[src/verilog/cabi_pkg.sv]
// How it works
// - Upper strobe qualifies bits 15..8, lower bits 7..0; direction high reads.
// - Single-byte writes carry the same byte on both data lanes.
// - Acknowledge is registered internally; sampled in S4, read data captured in S6.
// - Fault together with acknowledge wins and aborts the cycle.
// - Grant output announces release of the bus after the current cycle.
// - Class codes 1,2,5,6,7 as listed; 0,3,4 reserved.
// - Class lines stay valid for the whole address strobe.
// - Fault ends the cycle; with halt it retries, otherwise raises an exception.
// - Reset request drives the open-drain reset line, internal state untouched.
// - External halt and reset together start full system initialisation.
// - External halt stops after the current cycle, controls negated, buses floated.
// - A self-stop (double fault) drives the halt line.
// - Buses float on halt or grant taken; control lines float only on grant taken.
// - Enable clock from a ring counter, ten clocks: six low, four high.
// - Slow select synchronises to the enable clock; in interrupt ack it autovectors.
// - Slow address valid asserts only in answer to slow select.
// - Recognised acknowledge latches data and ends a read; ends a write.
// - Interrupt ack puts level on address bits 3..1, bits 23..4 high.
// - Byte access: select bit 0 uses upper strobe, 1 uses lower strobe.
package cabi_pkg;

    localparam int unsigned CLK_PERIOD_NS = 50;

    localparam int unsigned ECLK_PERIOD = 10;
    localparam int unsigned ECLK_LOW = 6;
    localparam logic [9:0] ECLK_RING_RESET = 10'h001;

    localparam int unsigned RESET_DRIVE_CYCLES = 124;

    localparam logic [2:0] CLASS_USER_DATA = 3'h1;
    localparam logic [2:0] CLASS_USER_PROG = 3'h2;
    localparam logic [2:0] CLASS_SUPV_DATA = 3'h5;
    localparam logic [2:0] CLASS_SUPV_PROG = 3'h6;
    localparam logic [2:0] CLASS_IRQ_ACK = 3'h7;
    localparam logic [2:0] CLASS_IDLE = 3'h0;

    localparam logic [19:0] IACK_ADDR_HIGH = 20'hFFFFF;

    localparam logic [15:0] DATA_RESET = 16'h0000;
    localparam logic [22:0] ADDR_RESET = 23'h000000;

    // Gray along IDLE, S0, S2, S4, S6, S7; SLOW and HALT sit off the path
    typedef enum logic [2:0] {
        ST_IDLE = 3'h0,
        ST_S0 = 3'h1,
        ST_S2 = 3'h3,
        ST_S4 = 3'h2,
        ST_S6 = 3'h6,
        ST_S7 = 3'h7,
        ST_SLOW = 3'h5,
        ST_HALT = 3'h4
    } cabi_state_t;

endpackage

[src/verilog/cabi_eclk_if.sv]
`timescale 1ns/1ps
interface cabi_eclk_if;
    logic level;
    logic low_start;
    logic last;
    modport src (output level, output low_start, output last);
    modport snk (input level, input low_start, input last);
endinterface

[src/verilog/cabi_eclk_gen.sv]
`timescale 1ns/1ps
module cabi_eclk_gen
    import cabi_pkg::*;
#(
    parameter int unsigned PERIOD = ECLK_PERIOD,
    parameter int unsigned LOW = ECLK_LOW
) (
    input wire logic clk,
    input wire logic rst,
    cabi_eclk_if.src e
);
    logic [PERIOD-1:0] ring_r;

    // One-hot ring; bit 0 is the first low clock, bits LOW.. are high
    always_ff @(posedge clk) begin
        if (rst) begin
            ring_r <= PERIOD'(ECLK_RING_RESET);
        end else begin
            ring_r <= {ring_r[PERIOD-2:0], ring_r[PERIOD-1]};
        end
    end

    always_ff @(posedge clk) begin
        if (rst) begin
            e.level <= 1'b0;
            e.low_start <= 1'b0;
            e.last <= 1'b0;
        end else begin
            e.level <= |ring_r[PERIOD-2:LOW-1];
            e.low_start <= ring_r[PERIOD-1];
            e.last <= ring_r[PERIOD-2];
        end
    end
endmodule

[src/verilog/cabi_top.sv]
`timescale 1ns/1ps
module cabi_top
    import cabi_pkg::*;
#(
    parameter int unsigned RESET_CYCLES = RESET_DRIVE_CYCLES
) (
    input wire logic CLK,
    input wire logic SYS_RST,
    input wire logic CORE_REQ,
    input wire logic CORE_READ,
    input wire logic CORE_BYTE,
    input wire logic [23:0] CORE_ADDR,
    input wire logic [15:0] CORE_WDATA,
    input wire logic [2:0] CORE_CLASS,
    input wire logic CORE_RESET_EXT,
    input wire logic CORE_STOPPED,
    output logic CORE_READY,
    output logic CORE_DONE,
    output logic CORE_FAULT,
    output logic CORE_AUTOVEC,
    output logic [15:0] CORE_RDATA,
    output logic CORE_HALTED,
    output logic CORE_SYS_INIT,
    output logic [2:0] CORE_IRQ_LEVEL,
    output logic [22:0] ADDR_OUT,
    output logic ADDR_OE,
    input wire logic [15:0] DATA_IN,
    output logic [15:0] DATA_OUT,
    output logic DATA_OE,
    output logic ADDR_STROBE_N,
    output logic DIR_READ,
    output logic UPPER_LANE_STROBE_N,
    output logic LOWER_LANE_STROBE_N,
    output logic [2:0] CYCLE_CLASS,
    output logic SLOW_ADDR_VALID_N,
    output logic CTRL_OE,
    input wire logic TRANSFER_ACK_N,
    input wire logic BUS_FAULT_IN_N,
    input wire logic MASTERSHIP_REQUEST_N,
    output logic MASTERSHIP_GRANT_N,
    input wire logic GRANT_TAKEN_N,
    input wire logic [2:0] IRQ_LEVEL_N,
    input wire logic SLOW_PERIPH_SELECT_N,
    output logic ENABLE_CLK,
    input wire logic RESET_LINE_IN_N,
    output logic RESET_LINE_OUT,
    output logic RESET_LINE_OE,
    input wire logic HALT_LINE_IN_N,
    output logic HALT_LINE_OUT,
    output logic HALT_LINE_OE
);
    cabi_state_t state_r;
    logic ack_s_r;
    logic fault_s_r;
    logic periph_s_r;
    logic req_s_r;
    logic taken_s_r;
    logic halt_ext_r;
    logic rst_ext_r;
    logic pend_r;
    logic retry_r;
    logic fault_hit_r;
    logic rd_r;
    logic byte_r;
    logic [23:0] addr_r;
    logic [15:0] wdata_r;
    logic [2:0] class_r;
    logic [1:0] lanes_r;
    logic [7:0] rst_cnt_r;
    logic [7:0] rst_cnt_nxt;

    cabi_eclk_if eclk ();

    cabi_eclk_gen #(
        .PERIOD(ECLK_PERIOD),
        .LOW(ECLK_LOW)
    ) u_eclk (
        .clk(CLK),
        .rst(SYS_RST),
        .e(eclk.src)
    );

    assign ENABLE_CLK = eclk.level;

    // Active-low lane enables {upper, lower} for the access size
    function automatic logic [1:0] lane_strobes(input logic is_byte, input logic sel);
        if (!is_byte) begin
            lane_strobes = 2'h0;
        end else if (sel) begin
            lane_strobes = 2'h2;
        end else begin
            lane_strobes = 2'h1;
        end
    endfunction

    // Registered view of the asynchronous pins
    always_ff @(posedge CLK) begin
        if (SYS_RST) begin
            ack_s_r <= 1'b0;
            fault_s_r <= 1'b0;
            periph_s_r <= 1'b0;
            req_s_r <= 1'b0;
            taken_s_r <= 1'b0;
            halt_ext_r <= 1'b0;
            rst_ext_r <= 1'b0;
            CORE_IRQ_LEVEL <= 3'h0;
        end else begin
            ack_s_r <= ~TRANSFER_ACK_N;
            fault_s_r <= ~BUS_FAULT_IN_N;
            periph_s_r <= ~SLOW_PERIPH_SELECT_N;
            req_s_r <= ~MASTERSHIP_REQUEST_N;
            taken_s_r <= ~GRANT_TAKEN_N;
            halt_ext_r <= ~HALT_LINE_IN_N & ~HALT_LINE_OE;
            rst_ext_r <= ~RESET_LINE_IN_N & ~RESET_LINE_OE;
            CORE_IRQ_LEVEL <= ~IRQ_LEVEL_N;
        end
    end

    // Grant only when no cycle is about to raise the strobe
    always_ff @(posedge CLK) begin
        if (SYS_RST) begin
            MASTERSHIP_GRANT_N <= 1'b1;
        end else if (taken_s_r || !req_s_r) begin
            MASTERSHIP_GRANT_N <= 1'b1;
        end else if (state_r != ST_S0) begin
            MASTERSHIP_GRANT_N <= 1'b0;
        end
    end

    // Open-drain reset and halt lines
    always_comb begin
        rst_cnt_nxt = rst_cnt_r;
        if (CORE_RESET_EXT) begin
            rst_cnt_nxt = 8'(RESET_CYCLES);
        end else if (rst_cnt_r != 8'h00) begin
            rst_cnt_nxt = rst_cnt_r - 8'h01;
        end
    end

    always_ff @(posedge CLK) begin
        if (SYS_RST) begin
            rst_cnt_r <= 8'h00;
            RESET_LINE_OE <= 1'b0;
            RESET_LINE_OUT <= 1'b0;
            HALT_LINE_OE <= 1'b0;
            HALT_LINE_OUT <= 1'b0;
            CORE_SYS_INIT <= 1'b0;
        end else begin
            rst_cnt_r <= rst_cnt_nxt;
            RESET_LINE_OE <= rst_cnt_nxt != 8'h00;
            RESET_LINE_OUT <= 1'b0;
            HALT_LINE_OE <= CORE_STOPPED;
            HALT_LINE_OUT <= 1'b0;
            CORE_SYS_INIT <= rst_ext_r & halt_ext_r;
        end
    end

    // Bus cycle sequencer
    always_ff @(posedge CLK) begin
        if (SYS_RST) begin
            state_r <= ST_IDLE;
            pend_r <= 1'b0;
            retry_r <= 1'b0;
            fault_hit_r <= 1'b0;
            rd_r <= 1'b1;
            byte_r <= 1'b0;
            addr_r <= 24'h000000;
            wdata_r <= DATA_RESET;
            class_r <= CLASS_IDLE;
            lanes_r <= 2'h3;
            CORE_READY <= 1'b1;
            CORE_DONE <= 1'b0;
            CORE_FAULT <= 1'b0;
            CORE_AUTOVEC <= 1'b0;
            CORE_RDATA <= DATA_RESET;
            ADDR_OUT <= ADDR_RESET;
            DATA_OUT <= DATA_RESET;
            DATA_OE <= 1'b0;
            ADDR_STROBE_N <= 1'b1;
            DIR_READ <= 1'b1;
            UPPER_LANE_STROBE_N <= 1'b1;
            LOWER_LANE_STROBE_N <= 1'b1;
            CYCLE_CLASS <= CLASS_IDLE;
            SLOW_ADDR_VALID_N <= 1'b1;
        end else begin
            CORE_DONE <= 1'b0;
            CORE_FAULT <= 1'b0;
            if (CORE_REQ && CORE_READY) begin
                pend_r <= 1'b1;
                CORE_READY <= 1'b0;
                rd_r <= CORE_READ;
                byte_r <= CORE_BYTE;
                addr_r <= CORE_ADDR;
                wdata_r <= CORE_WDATA;
                class_r <= CORE_CLASS;
                lanes_r <= lane_strobes(CORE_BYTE, CORE_ADDR[0]);
            end
            unique case (state_r)
                ST_IDLE: begin
                    if (halt_ext_r) begin
                        state_r <= ST_HALT;
                    end else if (pend_r && MASTERSHIP_GRANT_N && !taken_s_r) begin
                        state_r <= ST_S0;
                        retry_r <= 1'b0;
                        CORE_AUTOVEC <= 1'b0;
                        DIR_READ <= rd_r;
                        CYCLE_CLASS <= class_r;
                        if (class_r == CLASS_IRQ_ACK) begin
                            ADDR_OUT <= {IACK_ADDR_HIGH, addr_r[3:1]};
                        end else begin
                            ADDR_OUT <= addr_r[23:1];
                        end
                    end
                end
                ST_S0: begin
                    state_r <= ST_S2;
                    ADDR_STROBE_N <= 1'b0;
                    if (rd_r) begin
                        UPPER_LANE_STROBE_N <= lanes_r[1];
                        LOWER_LANE_STROBE_N <= lanes_r[0];
                    end else begin
                        DATA_OE <= 1'b1;
                        if (byte_r) begin
                            DATA_OUT <= {wdata_r[7:0], wdata_r[7:0]};
                        end else begin
                            DATA_OUT <= wdata_r;
                        end
                    end
                end
                ST_S2: begin
                    state_r <= ST_S4;
                    UPPER_LANE_STROBE_N <= lanes_r[1];
                    LOWER_LANE_STROBE_N <= lanes_r[0];
                end
                ST_S4: begin
                    if (fault_s_r) begin
                        state_r <= ST_S7;
                        fault_hit_r <= 1'b1;
                        retry_r <= halt_ext_r;
                    end else if (ack_s_r) begin
                        state_r <= ST_S6;
                    end else if (periph_s_r) begin
                        state_r <= ST_SLOW;
                        CORE_AUTOVEC <= class_r == CLASS_IRQ_ACK;
                    end
                end
                ST_S6: begin
                    state_r <= ST_S7;
                    if (rd_r) begin
                        CORE_RDATA <= DATA_IN;
                    end
                end
                ST_SLOW: begin
                    if (fault_s_r) begin
                        state_r <= ST_S7;
                        fault_hit_r <= 1'b1;
                        retry_r <= halt_ext_r;
                        SLOW_ADDR_VALID_N <= 1'b1;
                    end else if (SLOW_ADDR_VALID_N && eclk.low_start) begin
                        SLOW_ADDR_VALID_N <= 1'b0;
                    end else if (!SLOW_ADDR_VALID_N && eclk.last) begin
                        state_r <= ST_S7;
                        SLOW_ADDR_VALID_N <= 1'b1;
                        if (rd_r && !CORE_AUTOVEC) begin
                            CORE_RDATA <= DATA_IN;
                        end
                    end
                end
                ST_S7: begin
                    ADDR_STROBE_N <= 1'b1;
                    UPPER_LANE_STROBE_N <= 1'b1;
                    LOWER_LANE_STROBE_N <= 1'b1;
                    DATA_OE <= 1'b0;
                    CYCLE_CLASS <= CLASS_IDLE;
                    fault_hit_r <= 1'b0;
                    if (retry_r) begin
                        state_r <= ST_HALT;
                    end else begin
                        state_r <= ST_IDLE;
                        pend_r <= 1'b0;
                        CORE_READY <= 1'b1;
                        CORE_DONE <= !fault_hit_r;
                        CORE_FAULT <= fault_hit_r;
                    end
                end
                ST_HALT: begin
                    if (!halt_ext_r) begin
                        state_r <= ST_IDLE;
                    end
                end
                default: begin
                    state_r <= ST_IDLE;
                end
            endcase
        end
    end

    // Three-state enables; control lines float only while another master holds the bus
    always_ff @(posedge CLK) begin
        if (SYS_RST) begin
            ADDR_OE <= 1'b0;
            CTRL_OE <= 1'b0;
            CORE_HALTED <= 1'b0;
        end else begin
            ADDR_OE <= !taken_s_r && state_r != ST_HALT;
            CTRL_OE <= !taken_s_r;
            CORE_HALTED <= state_r == ST_HALT;
        end
    end


endmodule

[config.mk]
export PLATFORM = sky130hd
export DESIGN_NAME = cabi_top
export DESIGN_NICKNAME = d
export VERILOG_FILES = /design/src/verilog/cabi_pkg.sv /design/src/verilog/cabi_eclk_if.sv /design/src/verilog/cabi_eclk_gen.sv /design/src/verilog/cabi_top.sv
export SDC_FILE = /design/constraint.sdc
export NUM_CORES = 1
export LEC_CHECK = 0
export BUFFER_PORTS_ARGS = -buffer_cell sky130_fd_sc_hd__buf_4
export CORE_MARGIN = 2
export CORE_UTILIZATION = 52
export CTS_CLUSTER_DIAMETER = 80
export CTS_CLUSTER_SIZE = 12
export DETAILED_ROUTE_END_ITERATION = 10
export PLACE_DENSITY = 0.79
export SLEW_MARGIN = 20
export SYNTH_ARGS = -nofsm -noshare
export SYNTH_HDL_FRONTEND = slang
export SYNTH_SLANG_ARGS = --single-unit
[constraint.sdc]
create_clock -name CLK -period 1.8 [get_ports CLK]
set_input_delay 0.36 -clock CLK [delete_from_list [all_inputs] [get_ports CLK]]
set_output_delay 0.36 -clock CLK [all_outputs]
set_load 0.01 [all_outputs]
# Word level (Yosys, flattened, before mapping)
# Cells that the tools add are included.
# word_totals
mem_bits_rw,0
register_bits,159
word_cells,180
rom_bits,0
n_memories,0
latch_bits,0
# op_classes
n_mux,52
div_mod_pow,0
n_mul,0
n_reduce_logical,39
n_bitwise,16
eq_ne,28
n_lt_le_gt_ge,0
n_addsub,1
shifts,0
# op_table
op,count
$mux 16,6
$mux 3,12
$pmux 16 s2,1
$ne 2x2->1 const B,13
$pmux 3 s8,1
$mux 23,1
$mux 1,19
$mux 8,2
$reduce_bool 8->1,2
$eq 3x3->1 const B,5
$ne 3x3->1 const B,4
$not 1->1,12
$reduce_and 6->1,2
$reduce_bool 2->1,6
$pmux 1 s2,5
$reduce_and 2->1,5
$sub 8x1->8 const B,1
$logic_and 1x1->1,7
$eq 3x2->1 const B,2
$pmux 1 s3,2
$pmux 3 s2,1
$reduce_and 3->1,2
$reduce_bool 3->1,2
$logic_not 1->1,5
14 further kinds,18

# Logic depth before layout (Yosys ltp)
# Gate-level depths: netlist of the first run.
# logic_depth
word_depth,7
ltp_mapped,6

# By module
# From an unflattened synthesis of the first run, not the netlist that was laid out.
# unflattened
hier_cells,675
area_unflattened_um2,5796.8
# by_module_without_submodules
mod,instances,seq_area_each_um2,cells_per_inst,area_each_um2
cabi_top,1,2902.8,649,5466.5
cabi_eclk_gen,1,240.2,26,330.3

# Worst setup path before layout of the first run
# No wires, ideal clock.
# synth_timing
path_type,register to register
start,register rst_cnt_r[0]
end,register RESET_LINE_OE
path_slack_ns,0.228
synth_period_minus_slack_ns,1.572
arrival_ns,1.497
stages_incl_launch_ff,7
path_cell_list,dfxtp_1 > inv_1 > ha_1 > nor4b_2 > and3_1 > or3_1 > a31oi_1
# synth_between
elab_chain_len,4
word_cells_on_any_way,5
classes_between,1 x add/sub; 2 x mux; 2 x reduce/logical
# synth_lines
element,line_no,rtl
start: declaration,cabi_top.sv:69,logic [7:0] rst_cnt_r;
start signal: assignment,cabi_top.sv:149,rst_cnt_r <= rst_cnt_nxt;
$sub 8x1->8 / $reduce_bool 8->1 (equally long branches),"cabi_top.sv:136, cabi_top.sv:135",
$mux 8 *,cabi_top.sv:135,end else if (rst_cnt_r != 8'h00) begin
$mux 8 *,cabi_top.sv:133,if (CORE_RESET_EXT) begin
$reduce_bool 8->1 *,cabi_top.sv:150,RESET_LINE_OE <= rst_cnt_nxt != 8'h00;
end signal: assignment,cabi_top.sv:143,RESET_LINE_OE <= 1'b0;
end signal: assignment,cabi_top.sv:150,
end: declaration,cabi_top.sv:47,"output logic RESET_LINE_OE,"
# Every way passes the cells marked *; elsewhere a longest branch is shown, timed or not.
# A chain may end at the register's enable or synchronous reset.

# Worst setup path in the final report of the first run
# Same ends and word-level chain as after synthesis.

==> results of run 1 <==
## cells in the final DEF (no fill, tap or decap), types with 3 or more instances in the layout
master and n:
dfxtp_1 156, o21ai_0 4, nand2_1 132, nand3b_1 4, a211oi_1 10, nor2b_1 15
nor2_1 56, buf_12 6, clkinv_2 4, inv_1 6, clkinvlp_4 3, clkbuf_8 5
clkbuf_16 17, and3_1 5, mux2i_1 29, nand2b_1 39, a21oi_1 68, a31oi_1 3
nor3b_1 3, nor3_1 48, nor4_1 4, buf_4 166, nand3_1 5
## area by class of cell
cell class / instances / area (µm²)
Sequential cell: 157 / 3144
Fill cell: 828 / 3162
Multi-Input combinational cell: 466 / 2555
Clock buffer: 23 / 498.0
Tap cell: 140 / 175.2
Clock inverter: 9 / 60.06
Timing Repair Buffer: 172 / 1366
Inverter: 6 / 22.52
## registers in the layout (all words and copies together) (netlist names), 2 cells and up
name            count
ADDR_OUT           23
CORE_IRQ_LEVEL      3
CORE_RDATA         16
CYCLE_CLASS         3
DATA_OUT           16
addr_r             23
class_r             3
lanes_r             2
rst_cnt_r           8
state_r             3
u_eclk.ring_r      10
wdata_r            16
## worst paths after layout
check / from / endpoint
max: rst_cnt_r[0] / RESET_LINE_OE
min: BUS_FAULT_IN_N / fault_s_r
max reg2reg: rst_cnt_r[0] / RESET_LINE_OE
min reg2reg: req_s_r / MASTERSHIP_GRANT_N
## report_power, final
part	switching, mW	total [mW]	internal, mW
Clock	1.34	3.28	1.94
Combinational	0.500	0.996	0.496
Sequential	0.152	3.82	3.66
Total	1.99	8.09	6.10
## per-stage QoR
stage,instance area [µm²],instances,hold slack [ns]
CTS,7794,973,0.07080
finish,7821,973,0.09210
floorplan,5916,679,0.3535
detailed placement,7236,941,0.3734
global route,7821,973,0.07752
global placement,7236,941,0.3639
## cell families after synthesis
| family | count (synthesis) |
|---|---|
| and+or+nand+nor | 329 |
| DFF | 157 |
| AOI/OAI and AO/OA | 101 |
| buffers and inverters | 56 |
| muxes | 29 |
| xor gates and xnor gates | 3 |
| adders and majority gates | 2 |
| other | 1 |
## worst max-delay path: stages (launching register included)
cell	delay, ns
dfxtp_1	0.41
inv_1	0.11
ha_1	0.24
nor4b_4	0.16
and3_1	0.19
or3_1	0.36
a31oi_1	0.16
## per-layer routing
metal / vias to the layer above / wire length [µm] / global-route usage (%)
li1: 2541 / - / -
met1: 2321 / 5929 / 28.56
met2: 185 / 6584 / 36.28
met3: 11 / 1030 / 6.092
met4: 0 / 138 / 8.500
met5: - / 0 / 0
==> flow_summary.toml, run 1 <==
[status]
status = "completed"

[cells_and_area]
fin_util_pct = 71.21
antenna_cells = 0
area_growth_pct = 32.30
drive_gt1_share_pct = 26.05
final_nets = 898

[placed_design]
hpwl_um = 9442
routabilityCongestion = 0.9464
pre_cts_ws_ns = 0.07095
portBuffers = 154

[global_routing]
grt_usage_pct = 22.39
grt_pass1_vias = 4738
grt-ovfl-total = 0
grt_pass1_wl_um = 22600
antenna_found_initial = 0
grt_max_degree = 62

[timing]
skew_ns = 0.009123
setup_viol = 0
final.setup.worst_slack_ns = 0.1090
finalMaxSlewViolations = 0
slew_headroom_pct = 62.81
rsz0062_at_grt = "false"
hold_viol_final = 0
tightest_slew_ns = 0.5571
max_freq_mhz = 591.4
fin_crit_sh_pct = 93.94
tns_ns = 0
period_minus_slack_ns = 1.691

[pwr]
power.density_nw_per_um2 = 1035
cellLeakagePower_nw = 3.228
vdd_drop_max_mv = 0.6840
fin_total_pwr_mw = 8.093

[setup_path]
rrSetupSlack_ns = 0.11
critPathLaunchType = "register"
end_kind = "register"
crit_fanout = 5
arrival_ns = 2.03
reg2regPathDepth = 6
criticalPathCategory = "register to register"
required_ns = 2.14

[synthesis]
ys_seq_area_share_pct = 53.16
synth_cells = 678
synth_adder_area_share_pct = 0.4233
synth-simple-area-share_pct = 26.71
synth_top_family_by_area = "simple AND/OR/NAND/NOR gates"
synth_commonest_cells = "157 x dfxtp_1, 132 x nand2_1, 68 x a21oi_1, 57 x nor2_1, 48 x nor3_1"
async_flop_share_pct = 0
syn_area_per_cell_um2 = 8.720
synth_cell_type_count = 52
synth-compound-area-share_pct = 10.16
muxShareOfSynthArea_pct = 4.910
synth_xor_area_share_pct = 0.4444
yosysMostFrequentCell = "dfxtp_1"
yosys.area.top_type_share_pct = 53.16
yosys-top-cells-area = "dfxtp_1 53%, nand2_1 8.4%, a21oi_1 5.8%"
synth_area_leader_cell = "dfxtp_1"
netlist_area_um2 = 5912
synth_edf_count = 0
synthFlopType = "dfxtp_1"
synth_seq_cells = 157
synth_warnings = 0

[route]
dr.pass1.iters = 5
drt-initial-drc-count = 276
drt-total-wl_um = 13680
routed_via_density = 5.198
route.detailed.drc = 0
vias = 5058
wire_per_inst_um = 14.06
detail-route-antenna-nets = 0

[clock_tree]
insertion_delay_ns = 0.42
cts_buffers = 17
post-cts-setup-buffers = 0
cts_resized = 0
clock_path_buffers = 2
clock_sinks = 157
clk_pin_slew_worst_paths_ns = 0.06
cts_tree = "done"
h-tree-depth = 4
hold_buffers = 0
cts-root-buf = "clkbuf_16"

[die]
die_height_um = 110.6
initial_utilization_pct = 53.83
die_w_um = 110.6
num_rows = 38
die-area_um2 = 12240
io_pins = 157
core_um2 = 10980

[run]
cap_viol_max_count = 0

[min_path]
hold_depth = 2
hp-class = "primary input to register"
(Power assumes the default switching activity.)
==> run 2, diff against run 1 <==
--- a/config.mk
+++ b/config.mk
@@ -6,7 +6,7 @@
 export NUM_CORES = 1
 export LEC_CHECK = 0
 export BUFFER_PORTS_ARGS = -buffer_cell sky130_fd_sc_hd__buf_4
-export CORE_MARGIN = 2
+export CORE_MARGIN = 5
 export CORE_UTILIZATION = 52
 export CTS_CLUSTER_DIAMETER = 80
 export CTS_CLUSTER_SIZE = 12
==> flow_summary.toml, run 2 (synthesized netlist as in run 1, its figures left out) <==
[global_routing]
grt_pass1_wl_um = 23220
antenna_found_initial = 0
grt_usage_pct = 21.69
grt-ovfl-total = 0
grt_pass1_vias = 4969
grt_max_degree = 48

[setup_path]
criticalPathCategory = "register to register"
end_kind = "register"
arrival_ns = 2.03
required_ns = 2.14
critPathLaunchType = "register"
crit_fanout = 5

[route]
drt-total-wl_um = 14590
routed_via_density = 5.198
drt-initial-drc-count = 279
dr.pass1.iters = 4
wire_per_inst_um = 14.98
detail-route-antenna-nets = 0
vias = 5063
route.detailed.drc = 0

[timing]
tightest_slew_ns = 0.5266
hold_slack_ns = 0.08459
setup_viol = 0
rsz0062_at_grt = "false"
skew_ns = 0.006122
finalMaxSlewViolations = 0
period_minus_slack_ns = 1.686
tns_ns = 0
slew_headroom_pct = 64.85
hold_viol_final = 0
max_freq_mhz = 593.3
fin_crit_sh_pct = 93.64

[die]
core_um2 = 11270
io_pins = 157
initial_utilization_pct = 52.45
die-area_um2 = 13600
die_w_um = 116.6
die_height_um = 116.6
num_rows = 39

[cells_and_area]
area_growth_pct = 32.97
mostFrequentLayoutCell = "buf_4"
antenna_cells = 0
drive_gt1_share_pct = 25.51
final_nets = 897
final_cell_mix = "164 x buf_4, 157 x dfxtp_1, 132 x nand2_1, 68 x a21oi_1, 57 x nor2_1"
top_regs = "ADDR_OUT x23, addr_r x23"

[pwr]
fin_total_pwr_mw = 8.353
cellLeakagePower_nw = 3.229
clockPowerShare_pct = 42.2
p_int_mw = 6.371
comb_power_share_pct = 12.1
power.density_nw_per_um2 = 1062
switching_share_pct = 23.72
power_switching_mw = 1.981
power_frac_seq_pct = 45.7
vdd_drop_max_mv = 0.8127

[clock_tree]
h-tree-depth = 4
cts-root-buf = "clkbuf_16"
cts_buffers = 17
insertion_delay_ns = 0.42
clock_path_buffers = 2
clk_pin_slew_worst_paths_ns = 0.06
clock_sinks = 157
hold_buffers = 0
cts_tree = "done"

[status]
status = "completed"

[placed_design]
routabilityCongestion = 0.8257
hpwl_um = 10070
portBuffers = 154

[run]
cap_viol_max_count = 0

[min_path]
hp-class = "primary input to register"
[run 2: cell types whose count changed in the layout (fill, tap and decap cells not counted), moves of 2 or more]
| cell | delta |
|---|---|
| buf_4 | -2 |
| bufinv_16 | +2 |
| clkbuf_1 | +2 |
| clkinvlp_4 | -2 |
[run 2: area by class of cell]
class                   instances  area [µm²]
clock inverters                 6       82.58
inverters                       6       22.52
well taps                     143       178.9
fillers                       881        3411
multi-input cells             466        2557
clock buffers                  25       505.5
repair buffers                171        1371
flip-flops and latches        157        3143
[run 2: through the flow]
step | cells | area [µm²] | utilization (%) | setup slack [ns]
final | 974 | 7861 | 69.74 | 0.1145
after global routing | 974 | 7861 | 69.74 | 0.01779
after CTS | 974 | 7833 | 69.49 | 0.01082
after detailed placement | 943 | 7244 | 64.27 | 0.03977
after global placement | 943 | 7244 | 64.27 | 0.1691
after floorplan | 679 | 5916 | - | 0.2278
[run 2: worst max-delay path: stages (launching register included)]
cell	delay, ns
dfxtp_1	0.40
inv_1	0.13
ha_4	0.19
nor4b_4	0.14
and3_1	0.18
or3_1	0.37
a31oi_2	0.19
[run 2: final timing paths]
kind,endpoint,cells after the start,startpoint,slack [ns]
max reg2reg,RESET_LINE_OE,6,rst_cnt_r[0],0.11
min reg2reg,MASTERSHIP_GRANT_N,1,req_s_r,0.39
max,RESET_LINE_OE,6,rst_cnt_r[0],0.11
min,taken_s_r,2,GRANT_TAKEN_N,0.08
[run 2: power by group through the flow]
stage	sequential [mW]	clock [mW]	combinational [mW]
2_1_floorplan	3.88	0	0.559
3_3_place_gp	3.87	0	0.969
3_5_place_dp	3.88	0	0.994
4_1_cts	3.81	3.57	1.00
5_1_grt	3.84	3.73	1.13
6_report	3.81	3.52	1.01
[run 2: layer usage]
layer  global-route usage [%]  routed length (µm)
met4                    9.174                 323
met2                    35.62                6965
met1                    26.06                6147
met5                        0                   0
met3                    7.306                1157
[run 2: timing repair]
| action | CTS | global route |
|---|---|---|
| setup endpoints to repair | 0 | 4 |
| buffers inserted | 0 | 0 |
| gates resized for setup | 0 | 5 |
==> run 3, diff against run 2 <==
--- a/config.mk
+++ b/config.mk
@@ -12,6 +12,7 @@
 export CTS_CLUSTER_SIZE = 12
 export DETAILED_ROUTE_END_ITERATION = 10
 export PLACE_DENSITY = 0.79
+export REMOVE_ABC_BUFFERS = 1
 export SLEW_MARGIN = 20
 export SYNTH_ARGS = -nofsm -noshare
 export SYNTH_HDL_FRONTEND = slang
==> flow_summary.toml, run 3 (synthesized netlist as in run 1, its figures left out) <==
[setup_path]
critPathLaunchType = "register"
worst-path-buf-inv = 1
crit_chain = "inv_1 > ha_2 > nor4b_4 > nor4_1 > or3_1 > a31oi_1"
r2r_end = "RESET_LINE_OE"
reg2regPathDepth = 6
rrSetupSlack_ns = 0.09
required_ns = 2.14
arrival_ns = 2.05
r2r_start = "rst_cnt_r[0]"
path_delay_family = "simple AND/OR/NAND/NOR gates"
cp-startpoint = "rst_cnt_r[0]"
crit_fanout = 5
cp_slowest_stage_delay_ns = 0.36
criticalPathCategory = "register to register"
crit_slowest_cell = "or3_1"
end_kind = "register"

[min_path]
hold_depth = 2
holdPathEnd = "CORE_IRQ_LEVEL[2]"
hp-class = "primary input to register"
hold_start = "IRQ_LEVEL_N[2]"

[clock_tree]
clock_sinks = 157
h-tree-depth = 4
cts-root-buf = "clkbuf_16"
cts_buffers = 17
clk_pin_slew_worst_paths_ns = 0.06
post-cts-setup-buffers = 0
clock_path_buffers = 2
insertion_delay_ns = 0.41
cts_tree = "done"

[die]
die_w_um = 116.6
die_height_um = 116.6
io_pins = 157
initial_utilization_pct = 52.45
core_um2 = 11270
num_rows = 39
die-area_um2 = 13600

[route]
drt-initial-drc-count = 324
route.detailed.drc = 0
routed_via_density = 5.135
dr.pass1.iters = 4
drt-total-wl_um = 14210
wire_per_inst_um = 14.63
vias = 4986
detail-route-antenna-nets = 0

[timing]
tightest_slew_ns = 0.5631
finalMaxSlewViolations = 0
period_minus_slack_ns = 1.708
skew_ns = 0.006167
setup_viol = 0
fin_crit_sh_pct = 94.87
max_freq_mhz = 585.6
hold_viol_final = 0
tns_ns = 0
slew_headroom_pct = 62.41

[cells_and_area]
drive_gt1_share_pct = 25.85
final_nets = 894
area_growth_pct = 32.80
top_regs = "ADDR_OUT x23, addr_r x23"
antenna_cells = 0
mostFrequentLayoutCell = "buf_4"
fin_util_pct = 69.65
final_cell_mix = "161 x buf_4, 156 x dfxtp_1, 131 x nand2_1, 68 x a21oi_1, 57 x nor2_1"

[global_routing]
grt_pass1_vias = 4789
grt-ovfl-total = 0
grt_max_degree = 78
antenna_found_initial = 0
grt_usage_pct = 21.13
grt_pass1_wl_um = 22870

[pwr]
cellLeakagePower_nw = 3.228
power.density_nw_per_um2 = 1059
vdd_drop_max_mv = 0.6628

[run]
cap_viol_max_count = 0

[placed_design]
hpwl_um = 9782
portBuffers = 154
routabilityCongestion = 0.8397

[status]
status = "completed"
## run 3: cell type report
cell class | count | area (µm²)
sequential | 157 | 3144
clock inverter | 4 | 50.05
inverter | 6 | 22.52
fill | 860 | 3421
tap | 143 | 178.9
timing repair buffer | 168 | 1349
clock buffer | 27 | 543.0
multi-input combinational | 466 | 2564
## run 3: per-stage QoR
step / cell area [µm²] / hold WS [ns] / setup slack [ns] / power (mW) / instances
4_1_cts: 7828 / 0.07414 / 0.05523 / 8.374 / 971
2_1_floorplan: 5694 / 0.3535 / -0.1013 / 4.360 / 629
6_report: 7851 / 0.08999 / 0.09229 / 8.314 / 971
3_3_place_gp: 7226 / 0.3608 / 0.1710 / 4.839 / 940
5_1_grt: 7851 / 0.07191 / -0.01329 / 8.684 / 971
3_5_place_dp: 7226 / 0.3608 / 0.04480 / 4.878 / 940
## run 3: worst max path at each step
stage,to,slack [ns],cells past startpoint
floorplan,CORE_RDATA[0],-0.10,4
global placement,RESET_LINE_OE,0.17,6
detailed placement,rst_cnt_r[1],0.04,5
CTS,rst_cnt_r[1],0.06,5
global route,RESET_LINE_OE,-0.01,6
finish,RESET_LINE_OE,0.09,6
## run 3: repair_timing
item                       4_1_cts  5_1_grt
hold buffers                     0        0
setup endpoints to repair        1        7
resized for setup                1        6
## run 3: routing by layer
metal / global-route usage (%) / routed length, µm / up-vias
met1: 26.34 / 6050 / 2288
met4: 8.028 / 108 / 0
met3: 7.513 / 1270 / 12
met5: 0 / 0 / -
li1: - / - / 2534
met2: 33.75 / 6780 / 152
## run 3: where the power goes
part | switching [mW] | leakage (nW) | internal, mW
clock network | 1.30 | 0.288 | 2.19
logic | 0.507 | 1.66 | 0.496
registers | 0.156 | 1.28 | 3.66
